**src/mbaf_pkg.sv**
```systemverilog
// Package: constants and types for the mode-based access firewall
package mbaf_pkg;
  // ----------------------------------------
  // CPU modes and requesters
  // ----------------------------------------
  typedef enum logic [2:0] {
    MBAF_BOOT = 3'h0,
    MBAF_TEST = 3'h1,
    MBAF_FW   = 3'h2,
    MBAF_SYS  = 3'h3,
    MBAF_USER = 3'h4
  } mbaf_mode_t;

  typedef enum logic [1:0] {
    MBAF_SRC_CPU  = 2'h0,
    MBAF_SRC_COPY = 2'h1,
    MBAF_SRC_FDX  = 2'h2,
    MBAF_SRC_CRYP = 2'h3
  } mbaf_src_t;

  // ----------------------------------------
  // Memory regions (decoded outside)
  // ----------------------------------------
  typedef enum logic [3:0] {
    MBAF_R_ROM_BL    = 4'h0,
    MBAF_R_ROM_FW    = 4'h1,
    MBAF_R_ROM_OTHER = 4'h2,
    MBAF_R_SFL_FW    = 4'h3,
    MBAF_R_SFL_OTHER = 4'h4,
    MBAF_R_AFL_ROMZ  = 4'h5,
    MBAF_R_AFL_NVM   = 4'h6,
    MBAF_R_FW_EE     = 4'h7,
    MBAF_R_APP_EE    = 4'h8,
    MBAF_R_FW_RAM    = 4'h9,
    MBAF_R_APP_RAM   = 4'ha,
    MBAF_R_MAN_EE    = 4'hb,
    MBAF_R_NONE      = 4'hf
  } mbaf_region_t;

  // Manufacturer EEPROM sub-areas
  typedef enum logic [2:0] {
    MBAF_M_PLAIN     = 3'h0,
    MBAF_M_USER_RO   = 3'h1,
    MBAF_M_USER_WP   = 3'h2,
    MBAF_M_USER_WO   = 3'h3,
    MBAF_M_VEND_WP   = 3'h4,
    MBAF_M_BL        = 3'h5,
    MBAF_M_FUSE      = 3'h6
  } mbaf_marea_t;

  // Memory operations
  typedef enum logic [2:0] {
    MBAF_OP_READ  = 3'h0,
    MBAF_OP_WRITE = 3'h1,
    MBAF_OP_EXEC  = 3'h2,
    MBAF_OP_VZERO = 3'h3,
    MBAF_OP_VPROG = 3'h4
  } mbaf_op_t;

  // Register groups
  typedef enum logic [2:0] {
    MBAF_G_SEG   = 3'h0,
    MBAF_G_SYSM  = 3'h1,
    MBAF_G_FWALL = 3'h2,
    MBAF_G_FWOS  = 3'h3,
    MBAF_G_TEST  = 3'h4,
    MBAF_G_HW    = 3'h5,
    MBAF_G_CPU   = 3'h6
  } mbaf_grp_t;

  // Special register flags within groups
  localparam int MBAF_SF_W = 8;
  localparam int MBAF_SF_TESTONLY = 0;
  localparam int MBAF_SF_BANKED = 1;
  localparam int MBAF_SF_CSR = 2;
  localparam int MBAF_SF_CLKSEL = 3;
  localparam int MBAF_SF_ESIZE = 4;
  localparam int MBAF_SF_HIDDEN = 5;
  localparam int MBAF_SF_RNG = 6;
  localparam int MBAF_SF_KEY = 7;

  // ----------------------------------------
  // Firewall register map
  // ----------------------------------------
  localparam int MBAF_AW = 4;
  localparam logic [3:0] MBAF_A_NVMCHK = 4'h0;
  localparam logic [3:0] MBAF_A_WBASL = 4'h1;
  localparam logic [3:0] MBAF_A_WBASH = 4'h2;
  localparam logic [3:0] MBAF_A_WSZL = 4'h3;
  localparam logic [3:0] MBAF_A_WSZH = 4'h4;
  localparam logic [3:0] MBAF_A_HWRL = 4'h5;
  localparam logic [3:0] MBAF_A_HWRH = 4'h6;
  localparam logic [3:0] MBAF_A_SEGPTRL = 4'h7;
  localparam logic [3:0] MBAF_A_SEGPTRH = 4'h8;
  localparam logic [3:0] MBAF_A_STATUS = 4'h9;
  localparam logic [7:0] MBAF_RST_VAL = 8'h00;

  // Bits in the NVM check permission register
  localparam int MBAF_NC_AFL_VZERO = 0;
  localparam int MBAF_NC_AFL_VPROG = 1;
  localparam int MBAF_NC_AEE_VZERO = 2;
endpackage

```
**src/mbaf_mem_check.sv**
```systemverilog
// Memory access decision by mode, region and operation
module mbaf_mem_check
  import mbaf_pkg::*;
(
  input wire mbaf_mode_t mode,
  input wire mbaf_src_t src,
  input wire mbaf_region_t region,
  input wire mbaf_marea_t marea,
  input wire mbaf_op_t op,
  input wire logic prot_bit,
  input wire logic wo_written,
  input wire logic wo_top3,
  input wire logic vend_nibble,
  input wire logic seg_r,
  input wire logic seg_w,
  input wire logic seg_x,
  input wire logic [7:0] nvm_chk,
  input wire logic in_fw_window,
  input wire logic in_crypto_ram,
  input wire logic fetch_nvm,
  input wire logic opt_rom_rd_nvm,
  input wire logic opt_ram_exec,
  input wire logic opt_copy_rom,
  input wire logic opt_copy_nvm,
  output logic allow
);
  logic rd, wr, ex, vz, vp;
  logic base_ok, man_ok, romlike, nvmlike;

  assign rd = (op == MBAF_OP_READ);
  assign wr = (op == MBAF_OP_WRITE);
  assign ex = (op == MBAF_OP_EXEC);
  assign vz = (op == MBAF_OP_VZERO);
  assign vp = (op == MBAF_OP_VPROG);
  assign romlike = (region == MBAF_R_ROM_BL) || (region == MBAF_R_ROM_FW) ||
                   (region == MBAF_R_ROM_OTHER) || (region == MBAF_R_AFL_ROMZ);
  assign nvmlike = (region == MBAF_R_AFL_NVM) || (region == MBAF_R_APP_EE) ||
                   (region == MBAF_R_FW_EE) || (region == MBAF_R_MAN_EE);

  // Manufacturer area write policy
  always_comb begin
    man_ok = 1'b0;
    case (mode)
      MBAF_BOOT, MBAF_TEST: man_ok = 1'b1;
      MBAF_FW: begin
        case (marea)
          MBAF_M_USER_WO: man_ok = !wo_written;
          MBAF_M_VEND_WP: man_ok = !prot_bit;
          MBAF_M_BL: man_ok = 1'b1;
          default: man_ok = 1'b0;
        endcase
      end
      MBAF_SYS: begin
        case (marea)
          MBAF_M_PLAIN: man_ok = 1'b1;
          MBAF_M_USER_WP: man_ok = !prot_bit;
          MBAF_M_USER_WO: man_ok = !wo_written && !wo_top3;
          MBAF_M_VEND_WP: man_ok = vend_nibble && !prot_bit;
          default: man_ok = 1'b0;
        endcase
      end
      MBAF_USER: man_ok = (marea == MBAF_M_PLAIN) && seg_w;
      default: man_ok = 1'b0;
    endcase
  end

  // Base policy for CPU accesses
  always_comb begin
    base_ok = 1'b0;
    case (mode)
      MBAF_BOOT: begin
        case (region)
          MBAF_R_ROM_FW, MBAF_R_ROM_OTHER, MBAF_R_SFL_FW: base_ok = rd || ex;
          MBAF_R_FW_EE: base_ok = rd || wr;
          MBAF_R_MAN_EE: base_ok = rd || wr || ex;
          MBAF_R_FW_RAM: base_ok = rd || wr || ex;
          default: base_ok = 1'b0;
        endcase
      end
      MBAF_TEST: begin
        case (region)
          MBAF_R_ROM_BL: base_ok = rd;
          MBAF_R_ROM_FW, MBAF_R_ROM_OTHER: base_ok = rd || ex;
          MBAF_R_NONE: base_ok = 1'b0;
          default: base_ok = rd || wr || ex;
        endcase
      end
      MBAF_FW: begin
        case (region)
          MBAF_R_ROM_FW: base_ok = rd || ex;
          MBAF_R_SFL_FW, MBAF_R_FW_RAM: base_ok = rd || wr || ex;
          MBAF_R_FW_EE: base_ok = rd || wr;
          MBAF_R_MAN_EE: base_ok = rd || ex || (wr && man_ok);
          MBAF_R_AFL_ROMZ, MBAF_R_AFL_NVM:
            base_ok = (vz && nvm_chk[MBAF_NC_AFL_VZERO]) || (vp && nvm_chk[MBAF_NC_AFL_VPROG]);
          MBAF_R_APP_EE: base_ok = vz && nvm_chk[MBAF_NC_AEE_VZERO];
          MBAF_R_APP_RAM: base_ok = in_fw_window && (rd || wr);
          default: base_ok = 1'b0;
        endcase
      end
      MBAF_SYS: begin
        case (region)
          MBAF_R_AFL_ROMZ: base_ok = rd || ex;
          MBAF_R_AFL_NVM, MBAF_R_APP_EE, MBAF_R_APP_RAM: base_ok = rd || wr || ex;
          MBAF_R_MAN_EE: base_ok = rd || ex || (wr && man_ok);
          default: base_ok = 1'b0;
        endcase
      end
      MBAF_USER: begin
        case (region)
          MBAF_R_AFL_ROMZ, MBAF_R_AFL_NVM, MBAF_R_APP_EE: base_ok = (rd && seg_r) || (ex && seg_x);
          MBAF_R_APP_RAM: base_ok = (rd && seg_r) || (wr && seg_w) || (ex && seg_x);
          MBAF_R_MAN_EE: base_ok = (marea != MBAF_M_VEND_WP) && (marea != MBAF_M_FUSE) &&
                                   ((rd && seg_r) || (ex && seg_x) || (wr && man_ok));
          default: base_ok = 1'b0;
        endcase
      end
      default: base_ok = 1'b0;
    endcase
  end

  // Build-time denials and requester overrides
  always_comb begin
    allow = base_ok;
    if (!opt_rom_rd_nvm && fetch_nvm && rd && romlike) allow = 1'b0;
    if (!opt_ram_exec && ex && ((region == MBAF_R_FW_RAM) || (region == MBAF_R_APP_RAM))) allow = 1'b0;
    case (src)
      MBAF_SRC_COPY: begin
        if (!opt_copy_rom && romlike) allow = 1'b0;
        if (!opt_copy_nvm && nvmlike) allow = 1'b0;
      end
      MBAF_SRC_FDX: begin
        if ((mode != MBAF_USER) && (romlike || nvmlike || (region == MBAF_R_SFL_FW) ||
            (region == MBAF_R_SFL_OTHER))) allow = 1'b0;
      end
      MBAF_SRC_CRYP: allow = in_crypto_ram && (rd || wr);
      default: ;
    endcase
    if (region == MBAF_R_NONE) allow = 1'b0;
  end
endmodule

```
**src/mbaf_sfr_check.sv**
```systemverilog
// Special function register access decision
module mbaf_sfr_check
  import mbaf_pkg::*;
(
  input wire mbaf_mode_t mode,
  input wire mbaf_grp_t grp,
  input wire logic [MBAF_SF_W-1:0] sflag,
  input wire logic wr,
  input wire logic hw_right,
  output logic allow
);
  logic g_ok;

  always_comb begin
    g_ok = 1'b0;
    case (mode)
      MBAF_BOOT: g_ok = (grp != MBAF_G_SEG) && !sflag[MBAF_SF_BANKED] && !sflag[MBAF_SF_TESTONLY];
      MBAF_TEST: g_ok = (grp != MBAF_G_SEG) && !sflag[MBAF_SF_BANKED];
      MBAF_FW: begin
        case (grp)
          MBAF_G_FWALL: g_ok = !wr;
          MBAF_G_FWOS: g_ok = 1'b1;
          MBAF_G_CPU: g_ok = !sflag[MBAF_SF_BANKED];
          MBAF_G_HW: g_ok = hw_right || (!wr && sflag[MBAF_SF_CLKSEL]);
          MBAF_G_SYSM: g_ok = !wr && sflag[MBAF_SF_CSR];
          MBAF_G_TEST: g_ok = !wr && sflag[MBAF_SF_ESIZE];
          default: g_ok = 1'b0;
        endcase
      end
      MBAF_SYS: g_ok = (grp == MBAF_G_SEG) || (grp == MBAF_G_SYSM) || (grp == MBAF_G_FWALL) ||
                       (grp == MBAF_G_HW) || (grp == MBAF_G_CPU);
      MBAF_USER: begin
        case (grp)
          MBAF_G_CPU: g_ok = 1'b1;
          MBAF_G_HW: g_ok = hw_right;
          MBAF_G_SYSM: g_ok = !wr && sflag[MBAF_SF_CSR];
          default: g_ok = 1'b0;
        endcase
      end
      default: g_ok = 1'b0;
    endcase
    allow = g_ok;
    if (!wr && (sflag[MBAF_SF_HIDDEN] || sflag[MBAF_SF_KEY])) allow = 1'b0;
    if (wr && sflag[MBAF_SF_RNG]) allow = 1'b0;
  end
endmodule

```
**src/mbaf_firewall.sv**
```systemverilog
// Top of the mode-based access firewall: registers, checkers, verdict flops
// Function
// Boot: read/exec ROM except bootloader; read/exec firmware OS support flash.
// Boot: read/write firmware EEPROM; full access manufacturer EEPROM and firmware RAM.
// Test: ROM read/exec, no exec in bootloader; full Flash, EEPROM, RAM.
// Firmware: own ROM read/exec, own flash and RAM full, EEPROM read/write.
// Firmware: manufacturer area read/exec; write-once, protectable, bootloader writes.
// Protectable write refused when the byte's protect bit is set.
// System: ROMinized flash read/exec; other application memories full access.
// System: user read-only unwritable, protectable user area, write-once minus top-3 byte.
// System: vendor area unwritable except protectable upper nibble of one byte.
// User: application memories only as segment rights allow.
// User: never read/exec vendor area; fuse area limits hold.
// Firmware: NVM verify checks only when check-permission bits set.
// Firmware: read/write inside the configured application-RAM window.
// Crypto coprocessor reads and writes its operand RAM.
// Disabled build options block NVM-to-ROM reads, RAM exec, copy reads.
// Full-duplex copy: no ROM/Flash/EEPROM outside user mode; never registers.
// Boot/test: all groups but segmentation and banked; boot not test-only.
// Firmware: read firewall, firmware and general CPU; hardware by rights.
// System: segmentation, system, firewall, hardware and CPU groups.
// User: CPU registers; hardware per fetch segment rights.
// Copy transfer keeps register rights it was launched with.
// Extra reads: control/status, clock-select, memory-size test.
// Deny segmentation outside system, banked outside sys/user, firmware firewall writes.
// Hidden pointer and key registers unreadable; random number read-only.
// Denied register access raises an exception.
// Segmentation registers reset to zero, disabling user segments.
//
// The strobed register port and the register addresses are this design's own decisions.
module mbaf_firewall
  import mbaf_pkg::*;
#(
  parameter int HW_RIGHTS_W = 16,
  parameter int RAM_AW = 16,
  parameter int CRYPTO_BASE = 'h0000,
  parameter int CRYPTO_SIZE = 'h0400
)
(
  input wire logic clk,
  input wire logic arst_n,
  // Register port
  input wire logic [MBAF_AW-1:0] reg_addr,
  input wire logic [7:0] reg_wdata,
  input wire logic reg_wr,
  input wire logic reg_rd,
  output logic [7:0] reg_rdata,
  // Current mode and segment info
  input wire mbaf_mode_t cpu_mode,
  input wire logic seg_r,
  input wire logic seg_w,
  input wire logic seg_x,
  input wire logic [HW_RIGHTS_W-1:0] seg_hw_rights,
  // Memory access request
  input wire logic mem_req,
  input wire mbaf_src_t mem_src,
  input wire mbaf_region_t mem_region,
  input wire mbaf_marea_t mem_marea,
  input wire mbaf_op_t mem_op,
  input wire logic [RAM_AW-1:0] mem_ram_addr,
  input wire logic mem_prot_bit,
  input wire logic mem_wo_written,
  input wire logic mem_wo_top3,
  input wire logic mem_vend_nibble,
  input wire logic mem_fetch_nvm,
  // Build options
  input wire logic opt_rom_rd_nvm,
  input wire logic opt_ram_exec,
  input wire logic opt_copy_rom,
  input wire logic opt_copy_nvm,
  // Register access request
  input wire logic sfr_req,
  input wire mbaf_src_t sfr_src,
  input wire mbaf_grp_t sfr_grp,
  input wire logic [MBAF_SF_W-1:0] sfr_flags,
  input wire logic [$clog2(HW_RIGHTS_W)-1:0] sfr_hw_idx,
  input wire logic sfr_wr,
  // Copy engine launch
  input wire logic copy_start,
  input wire logic copy_done,
  // Verdicts
  output logic mem_grant,
  output logic mem_deny,
  output logic sfr_grant,
  output logic sfr_exception
);
  // ----------------------------------------
  // Firewall registers
  // ----------------------------------------
  logic [7:0] nvm_chk_q, wbasl_q, wbash_q, wszl_q, wszh_q, hwrl_q, hwrh_q, segl_q, segh_q;
  logic [7:0] rdata_q;
  logic sys_w, copy_busy_q;

  // Only system mode writes firewall and segmentation regs
  assign sys_w = reg_wr && (cpu_mode == MBAF_SYS);

  always_ff @(posedge clk or negedge arst_n) begin
    if (!arst_n) begin
      nvm_chk_q <= MBAF_RST_VAL;
      wbasl_q <= MBAF_RST_VAL;
      wbash_q <= MBAF_RST_VAL;
      wszl_q <= MBAF_RST_VAL;
      wszh_q <= MBAF_RST_VAL;
      hwrl_q <= MBAF_RST_VAL;
      hwrh_q <= MBAF_RST_VAL;
      segl_q <= MBAF_RST_VAL;
      segh_q <= MBAF_RST_VAL;
    end else begin
      if (sys_w && reg_addr == MBAF_A_NVMCHK) nvm_chk_q <= reg_wdata;
      if (sys_w && reg_addr == MBAF_A_WBASL) wbasl_q <= reg_wdata;
      if (sys_w && reg_addr == MBAF_A_WBASH) wbash_q <= reg_wdata;
      if (sys_w && reg_addr == MBAF_A_WSZL) wszl_q <= reg_wdata;
      if (sys_w && reg_addr == MBAF_A_WSZH) wszh_q <= reg_wdata;
      if (sys_w && reg_addr == MBAF_A_HWRL) hwrl_q <= reg_wdata;
      if (sys_w && reg_addr == MBAF_A_HWRH) hwrh_q <= reg_wdata;
      if (sys_w && reg_addr == MBAF_A_SEGPTRL) segl_q <= reg_wdata;
      if (sys_w && reg_addr == MBAF_A_SEGPTRH) segh_q <= reg_wdata;
    end
  end

  // ----------------------------------------
  // Read port
  // ----------------------------------------
  logic [7:0] rd_mux;
  logic seg_zero;
  logic [7:0] status;

  // Segment table disabled while pointer is zero
  assign seg_zero = (segl_q == 8'h00) && (segh_q == 8'h00);
  assign status = {4'h0, seg_zero, copy_busy_q, sfr_exception, mem_deny};

  always_comb begin
    case (reg_addr)
      MBAF_A_NVMCHK: rd_mux = nvm_chk_q;
      MBAF_A_WBASL: rd_mux = wbasl_q;
      MBAF_A_WBASH: rd_mux = wbash_q;
      MBAF_A_WSZL: rd_mux = wszl_q;
      MBAF_A_WSZH: rd_mux = wszh_q;
      MBAF_A_HWRL: rd_mux = hwrl_q;
      MBAF_A_HWRH: rd_mux = hwrh_q;
      MBAF_A_SEGPTRL: rd_mux = (cpu_mode == MBAF_SYS) ? segl_q : 8'h00;
      MBAF_A_SEGPTRH: rd_mux = (cpu_mode == MBAF_SYS) ? segh_q : 8'h00;
      MBAF_A_STATUS: rd_mux = status;
      default: rd_mux = 8'h00;
    endcase
  end

  always_ff @(posedge clk or negedge arst_n) begin
    if (!arst_n) rdata_q <= 8'h00;
    else rdata_q <= reg_rd ? rd_mux : 8'h00;
  end
  assign reg_rdata = rdata_q;

  // ----------------------------------------
  // Copy engine right capture
  // ----------------------------------------
  mbaf_mode_t copy_mode_q;
  logic [HW_RIGHTS_W-1:0] copy_rights_q;
  logic [HW_RIGHTS_W-1:0] fw_rights, live_rights;

  assign fw_rights = HW_RIGHTS_W'({hwrh_q, hwrl_q});
  assign live_rights = (cpu_mode == MBAF_USER) ? seg_hw_rights : fw_rights;

  always_ff @(posedge clk or negedge arst_n) begin
    if (!arst_n) begin
      copy_busy_q <= 1'b0;
      copy_mode_q <= MBAF_BOOT;
      copy_rights_q <= '0;
    end else if (copy_start) begin
      copy_busy_q <= 1'b1;
      copy_mode_q <= cpu_mode;
      copy_rights_q <= live_rights;
    end else if (copy_done) begin
      copy_busy_q <= 1'b0;
    end
  end

  // ----------------------------------------
  // Checkers
  // ----------------------------------------
  logic in_win, in_cry, mem_ok, sfr_ok, sfr_ok_chk;
  logic [RAM_AW-1:0] wbase, wsize;
  logic [RAM_AW:0] wend;
  mbaf_mode_t sfr_mode;
  logic [HW_RIGHTS_W-1:0] sfr_rights;

  assign wbase = RAM_AW'({wbash_q, wbasl_q});
  assign wsize = RAM_AW'({wszh_q, wszl_q});
  assign wend = {1'b0, wbase} + {1'b0, wsize};
  assign in_win = ({1'b0, mem_ram_addr} >= {1'b0, wbase}) && ({1'b0, mem_ram_addr} < wend);
  assign in_cry = (mem_ram_addr >= RAM_AW'(CRYPTO_BASE)) &&
                  ({1'b0, mem_ram_addr} < (RAM_AW+1)'(CRYPTO_BASE + CRYPTO_SIZE));

  mbaf_mem_check u_mem (
    .mode(cpu_mode),
    .src(mem_src),
    .region(mem_region),
    .marea(mem_marea),
    .op(mem_op),
    .prot_bit(mem_prot_bit),
    .wo_written(mem_wo_written),
    .wo_top3(mem_wo_top3),
    .vend_nibble(mem_vend_nibble),
    .seg_r(seg_r && !seg_zero),
    .seg_w(seg_w && !seg_zero),
    .seg_x(seg_x && !seg_zero),
    .nvm_chk(nvm_chk_q),
    .in_fw_window(in_win),
    .in_crypto_ram(in_cry),
    .fetch_nvm(mem_fetch_nvm),
    .opt_rom_rd_nvm(opt_rom_rd_nvm),
    .opt_ram_exec(opt_ram_exec),
    .opt_copy_rom(opt_copy_rom),
    .opt_copy_nvm(opt_copy_nvm),
    .allow(mem_ok)
  );

  // Copy engine register accesses use the frozen rights while a copy is busy
  assign sfr_mode = (sfr_src == MBAF_SRC_COPY && copy_busy_q) ? copy_mode_q : cpu_mode;
  assign sfr_rights = (sfr_src == MBAF_SRC_COPY && copy_busy_q) ? copy_rights_q : live_rights;

  mbaf_sfr_check u_sfr (
    .mode(sfr_mode),
    .grp(sfr_grp),
    .sflag(sfr_flags),
    .wr(sfr_wr),
    .hw_right(sfr_rights[sfr_hw_idx]),
    .allow(sfr_ok_chk)
  );

  assign sfr_ok = sfr_ok_chk && (sfr_src != MBAF_SRC_FDX) && (sfr_src != MBAF_SRC_CRYP);

  // ----------------------------------------
  // Registered verdicts
  // ----------------------------------------
  always_ff @(posedge clk or negedge arst_n) begin
    if (!arst_n) begin
      mem_grant <= 1'b0;
      mem_deny <= 1'b0;
      sfr_grant <= 1'b0;
      sfr_exception <= 1'b0;
    end else begin
      mem_grant <= mem_req && mem_ok;
      mem_deny <= mem_req && !mem_ok;
      sfr_grant <= sfr_req && sfr_ok;
      sfr_exception <= sfr_req && !sfr_ok;
    end
  end
endmodule

```
**config.mk**
```make
export PLATFORM = sky130hd
export DESIGN_NAME = mbaf_firewall
export DESIGN_NICKNAME = d
export VERILOG_FILES = /design/src/mbaf_pkg.sv /design/src/mbaf_mem_check.sv /design/src/mbaf_sfr_check.sv /design/src/mbaf_firewall.sv
export SDC_FILE = /design/constraint.sdc
export NUM_CORES = 1
export LEC_CHECK = 0
export ABC_AREA = 1
export BUFFER_PORTS_ARGS = -buffer_cell sky130_fd_sc_hd__buf_2
export CORE_MARGIN = 4
export CORE_UTILIZATION = 35
export CTS_BUF_LIST = sky130_fd_sc_hd__clkbuf_8
export CTS_CLUSTER_SIZE = 16
export DETAILED_ROUTE_END_ITERATION = 16
export SLEW_MARGIN = 15
export SYNTH_ARGS = -nofsm -noshare
export SYNTH_HDL_FRONTEND = slang
export SYNTH_SLANG_ARGS = --single-unit
export TNS_END_PERCENT = 20
```
**constraint.sdc**
```tcl
create_clock -name clk -period 3.8 [get_ports clk]
set_clock_uncertainty 0.05 [all_clocks]
set_input_delay 0.19 -clock clk [delete_from_list [all_inputs] [get_ports clk]]
set_output_delay 0.19 -clock clk [all_outputs]
set_load 0.1 [all_outputs]
```
## Yosys cells after proc, flatten, opt, wreduce, memory -nomap -nowiden

Cells that the tools add are included.

| storage, ports and cells | value |
|---|---|
| register bits after elaboration | 104 |
| input bits | 97 |

| operators by class | value |
|---|---|
| reduce and logical (&&, ||, !) cells | 109 |
| $add $sub $neg | 1 |
| order comparisons | 5 |
| multiplexer cells | 32 |
| equal/unequal tests | 52 |

Operator list:

| cell | number |
|---|---|
| $pmux W8 S10 | 1 |
| $logic_and A1 B1 Y1 | 52 |
| $eq A4 B3 Y1 const B | 8 |
| $mux W16 | 2 |
| $eq A3 B2 Y1 const B | 10 |
| $eq A4 B4 Y1 const B | 7 |
| $logic_or A1 B1 Y1 | 25 |
| $eq A3 B3 Y1 const B | 8 |
| $mux W8 | 3 |
| $pmux W1 S3 | 6 |
| $add A16 B16 Y17 | 1 |
| $lt A16 B17 Y1 | 1 |
| $eq A4 B2 Y1 const B | 4 |
| $ge A16 B1 Y1 const B | 1 |
| $ge A16 B16 Y1 | 1 |
| $logic_not A8 Y1 | 2 |
| $lt A16 B11 Y1 const B | 1 |
| $logic_not A3 Y1 | 5 |
| $logic_not A1 Y1 | 13 |
| $eq A3 B1 Y1 const B | 4 |
| $mux W1 | 11 |
| $pmux W1 S5 | 2 |
| $reduce_or A2 Y1 | 5 |
| $ne A3 B3 Y1 const B | 3 |
| 15 further kinds | 23 |

## Depth between registers and ports, before layout

| depth | value |
|---|---|
| depth in word-level cells | 19 |
| mapped depth | 26 |
| gate-level depth less buffers | 26 |

## By module

Synthesis repeated with hierarchy kept, for this count alone.

| unflattened totals | value |
|---|---|
| cell total of the unflattened synthesis | 1,122 |
| area, all modules | 7,598.5 µm² |

Modules (own cells, without submodules):

| module | area an instance (µm²) | cells an instance | times used | sequential area each (µm²) |
|---|---|---|---|---|
| mbaf_firewall | 6,751.5 | 928 | 1 | 2,602.5 |
| mbaf_mem_check | 618.1 | 142 | 1 | 0.0 |
| mbaf_sfr_check | 229.0 | 52 | 1 | 0.0 |

## Worst setup path after synthesis

No wires, ideal clock.

| timing | value |
|---|---|
| kind | reg-to-reg |
| start | register wbasl_q[0] |
| end | register mem_grant |
| clock period less this slack | 3.009 ns |
| slack | 0.791 ns |
| arrival | 2.887 ns |
| path buffers | 0 |
| required time | 3.679 ns |
| stages on the path, launching flop included | 25 |
| library setup time | 0.071 ns |
| cell sequence | dfrtp_1 ha_1 fa_1 nand3_1 nand2_1 nand2_1 nand3_1 a31oi_1 xor2_1 ha_1 a21oi_1 nor2_1 a211oi_1 nand2_1 nand2_1 nand2_1 nand2_1 nand3_1 nand2_1 nand2_1 nand2_1 nand2_1 nand2_1 nand2_1 nor2_1 |

| on the way | value |
|---|---|
| cells in the longest elaborated chain, start to end | 13 |
| elaborated cells on any way between the ends | 15 |
| those cells by class | add/sub: 1; order compare: 2; mux: 9; reduce/logical: 3 |

RTL lines:

| item | line | source |
|---|---|---|
| from (decl) | mbaf_firewall.sv:90 | `logic [7:0] nvm_chk_q, wbasl_q, wbash_q, wszl_q, wszh_q, hwrl_q, hwrh_q, segl_q, segh_q;` |
| from (signal assigned) | mbaf_firewall.sv:110 | `if (sys_w && reg_addr == MBAF_A_WBASL) wbasl_q <= reg_wdata;` |
| $add A16 B16 Y17 | mbaf_firewall.sv:189 | `assign wend = {1'b0, wbase} + {1'b0, wsize};` |
| $lt A16 B17 Y1 | mbaf_firewall.sv:190 | `assign in_win = ({1'b0, mem_ram_addr} >= {1'b0, wbase}) && ({1'b0, mem_ram_addr} < wend);` |
| $logic_and A1 B1 Y1 * | mbaf_firewall.sv:190 |  |
| $logic_and A1 B1 Y1 * | mbaf_mem_check.sv:97 | `MBAF_R_APP_RAM: base_ok = in_fw_window && (rd \|\| wr);` |
| $pmux W1 S7 * | mbaf_mem_check.sv:89 | `case (region)` |
| $pmux W1 S5 * | mbaf_mem_check.sv:70 | `case (mode)` |
| $mux W1 * | mbaf_mem_check.sv:125 | `if (!opt_rom_rd_nvm && fetch_nvm && rd && romlike) allow = 1'b0;` |
| $mux W1 * | mbaf_mem_check.sv:126 | `if (!opt_ram_exec && ex && ((region == MBAF_R_FW_RAM) \|\| (region == MBAF_R_APP_RAM))) allow = 1'b0;` |
| $mux W1 | mbaf_mem_check.sv:129 | `if (!opt_copy_rom && romlike) allow = 1'b0;` |
| $mux W1 | mbaf_mem_check.sv:130 | `if (!opt_copy_nvm && nvmlike) allow = 1'b0;` |
| $pmux W1 S3 * | mbaf_mem_check.sv:127 | `case (src)` |
| $mux W1 * | mbaf_mem_check.sv:139 | `if (region == MBAF_R_NONE) allow = 1'b0;` |
| $logic_and A1 B1 Y1 * | mbaf_firewall.sv:243 | `mem_grant <= mem_req && mem_ok;` |
| to (signal assigned) | mbaf_firewall.sv:243 |  |
| to (decl) | mbaf_firewall.sv:82 | `output logic mem_grant,` |

Every way passes the cells marked *; elsewhere a longest branch is shown, timed or not.
A chain may end at the register's enable or synchronous reset.

## Worst setup path in the final report

Same ends and word-level chain as after synthesis.

==> metrics.txt <==
status=completed; cell count after synthesis=978; post-route cell area=0.00816 mm2; CP max stage cell=dfrtp_1; initial core utilization=36.0%; synth warn=0; row cnt=51; Worst-Margin Slew=0.696 ns; Tcrit/Tclk final=87.8%; fin. max-slew vios=0; root buf cell=clkbuf_8; Mapped Area=0.00709 mm2; port bufs=108; syn_nets=1123; Max-slew headroom=53.3%; CTS sink cnt=104; Critical Path RT=4.07 ns; total power=2.70 mW; RSZ-0062 raised after global routing=no; die area=0.0226 mm2; Finished Layout Cells=1354; worst setup margin=~0.46 ns; final setup vio count=0; Leakage=just over 4 nW; clock insertion delay at the later pin of the skew report=0.38 ns; TritonCTS Buffers=9; final net count=about 1200; ratio of cells with drive above 1 in the final layout=a little over an eighth; post-route ant nets=0; RePlAce Congestion=0.905; io pins=between 100 and 150; chip width=around 150 um; largest delay contributor family on the critical path=simple AND/OR/NAND/NOR gates; slowest stage delay, CP=0.43 ns; Period minus WS final=3.34 ns; hpwl dp=16800 um; H-tree depth=3; initial DRC count=approximately 430; Top reg by flops=copy_rights_q; CP dominant cell by count=nand2_1; placed cell areas=0.00789 mm2; Setup crit start kind=flop; CTS tree=yes; gr usage total=18.8%; grt total ovfl=0; final setup TNS=0 ns; WHS=0.0423 ns; worst path cell trace=ha_1 > fa_1 > nand3_1 > nand2_1 > nand2_1 > nand3_2 > a31oi_2 > xor2_1 > ha_1 > a21oi_1 > nor2_1 > a211oi_1 > nand2_1 > nand2_1 > nand2_1 > nand2_1 > nand3_1 > nand2_1 > nand2_1 > nand2_1 > nand2_1 > nand2_1 > nand2_1 > nor2_1; Place WS=0.451 ns; drt wl/cell=15.7 um; register area share after synthesis=36.7%; first drt pass iteration count=5; Die Span Y=roughly 150 um; Buffers & Inverters on Critical Path=0; antenna violations before repair=0; largest net degree at the start of global routing=40; max reg flops=16; fmax=around 300 MHz; Worst-path clk slew=0.10 ns; crit path kind=flop to flop; Hold Fails Final Rpt=0; MaxCap Viol Count=0; fin util=41.4%; post-route DRC violation count=0; core area=0.0197 mm2; Total Routed Length=21300 um; via count=6855; synthesized area per cell=a little over 7 um2; Yosys reg bits=about 100; Via density=5.06; Cells after DPL=1333; worst-path maximum fanout=4; Syn-to-layout area delta=15.0%; power density cells=331 mW/mm2; Max VDD drop=0.000176 V; worst endpoint data arrival time=~3.6 ns; CTS Buffer Depth=2; Netlist cell types=54; Critical Path End Type=flop; Hold Crit Class=input pin to flop; first-pass GRT wire length=around 34000 um; vias in the first global route=approximately 6400
-- path summary, 6_finish.rpt --
check	slack (ns)	from	end	cells past startpoint
hold / removal	0.04	sfr_flags[6]	sfr_grant	4
setup reg to reg	0.46	wbasl_q[0]	mem_grant	24
setup / recovery	0.46	wbasl_q[0]	mem_grant	24
min in group asynchronous	0.22	arst_n	copy_mode_q[0]	2
hold reg to reg	0.43	copy_mode_q[2]	copy_mode_q[2]	2
max in group asynchronous	2.64	arst_n	segh_q[5]	3
-- final cells by class --
class                           count  area (um2)
Fill cell                        2094       11600
Multi-Input combinational cell    732        3940
Sequential cell                   104        2600
Timing Repair Buffer              115         606
Inverter                          121         454
Tap cell                          265         332
Clock buffer                        9         124
Clock inverter                      7        95.1
Antenna cell                        1        2.50
-- layer usage --
layer	share of wire [%]	routed length, um	global-route usage, %	vias up
met1	48	10200	27.1	3168
met5	0	0	0	-
li1	-	-	-	3499
met3	5.8	1230	3.70	15
met4	0.91	193	3.29	0
met2	45	9680	29.6	173
-- cell families (layout without fill, tap and decap cells) --
| family | count (synthesis) | in the layout | share of synthesized area (%) |
|---|---|---|---|
| AO/OA/AOI/OAI | 237 | 237 | 19.4 |
| XOR/XNOR | 13 | 13 | 1.61 |
| adder cells (fa/ha/maj) | 48 | 48 | 8.57 |
| buffers and inverters | 142 | 252 | 7.85 |
| flip-flops | 104 | 104 | 36.7 |
| multiplexers | 1 | 1 | 0.141 |
| other | 0 | 1 | 0 |
| AND/OR/NAND/NOR | 433 | 433 | 25.7 |
-- power breakdown --
part | switching (mW) | total (mW) | internal, mW | leakage, nW
clock network | 0.406 | 0.780 | 0.374 | 0.115
registers | 0.0702 | 1.26 | 1.19 | 1.40
logic | 0.421 | 0.657 | 0.236 | 2.58
total | 0.898 | 2.70 | 1.80 | 4.09
-- worst register-to-register path: stages, from the launching register on --
cell	delay [ns]
dfrtp_1	0.43
ha_1	0.24
fa_1	0.42
nand3_1	0.09
nand2_1	0.11
nand2_1	0.10
nand3_2	0.12
a31oi_2	0.20
xor2_1	0.17
ha_1	0.26
a21oi_1	0.15
nor2_1	0.05
a211oi_1	0.16
nand2_1	0.08
nand2_1	0.06
nand2_1	0.05
nand2_1	0.05
nand3_1	0.06
nand2_1	0.06
nand2_1	0.04
nand2_1	0.07
nand2_1	0.04
nand2_1	0.08
nand2_1	0.06
nor2_1	0.08
-- synth_stat cells (all sizes together) --
| cell type | instances | area [um2] |
|---|---|---|
| nand2 | 267 | 1020 |
| o21ai | 129 | 657 |
| inv | 119 | 447 |
| dfrtp | 104 | 2600 |
| nor2 | 70 | 280 |
| nand3 | 62 | 320 |
| ha | 47 | 588 |
| a21oi | 41 | 205 |
| nor3 | 15 | 80.1 |
| clkbuf | 14 | 52.6 |
| a31oi | 11 | 68.8 |
| o21bai | 11 | 86.3 |
| xor2 | 11 | 96.3 |
| a32oi | 8 | 70.1 |
| a221oi | 7 | 61.3 |
| buf | 7 | 50.1 |
| nand4 | 7 | 43.8 |
| o211ai | 7 | 52.6 |
| o22ai | 6 | 37.5 |
| or2 | 4 | 25.0 |
| nor4 | 3 | 18.8 |
| a211oi | 2 | 15.0 |
| a21o | 2 | 15.0 |
| and3 | 2 | 12.5 |
| clkinv | 2 | 7.51 |
| nand3b | 2 | 15.0 |
| o21a | 2 | 15.0 |
| o31ai | 2 | 15.0 |
| o41ai | 2 | 17.5 |
| xnor2 | 2 | 17.5 |
| a2111oi | 1 | 10.0 |
| a21boi | 1 | 7.51 |
| a22o | 1 | 8.76 |
| fa | 1 | 20.0 |
| mux2i | 1 | 10.0 |
| nor3b | 1 | 7.51 |
| o2111ai | 1 | 8.76 |
| o221ai | 1 | 8.76 |
| o311ai | 1 | 8.76 |
| o32ai | 1 | 8.76 |
-- cells in the final DEF (no fill, tap or decap), types with 3 or more instances in the layout --
| master | n |
|---|---|
| ha_1 | 47 |
| o211ai_1 | 7 |
| o21ai_2 | 3 |
| a31oi_1 | 10 |
| nor3_1 | 14 |
| a21oi_1 | 41 |
| buf_4 | 4 |
| dfrtp_1 | 104 |
| nand3_1 | 59 |
| dlygate4sd3_1 | 4 |
| nor4_1 | 3 |
| nand4_1 | 7 |
| o21bai_1 | 10 |
| inv_1 | 119 |
| o22ai_1 | 6 |
| nor2_1 | 67 |
| xor2_1 | 11 |
| nand2_2 | 4 |
| nand2_1 | 262 |
| nand3_2 | 3 |
| o21ai_0 | 124 |
| buf_2 | 107 |
| a221oi_1 | 7 |
| a32oi_1 | 8 |
| clkbuf_8 | 9 |
-- repair_timing --
action | CTS | global route
gates resized for setup | 0 | 3
hold endpoints to repair | 33 | 0
hold buffers | 4 | 0
setup endpoints to repair | 0 | 1
buffers inserted | 0 | 0
No activity file was read; power rests on OpenSTA's default activity.
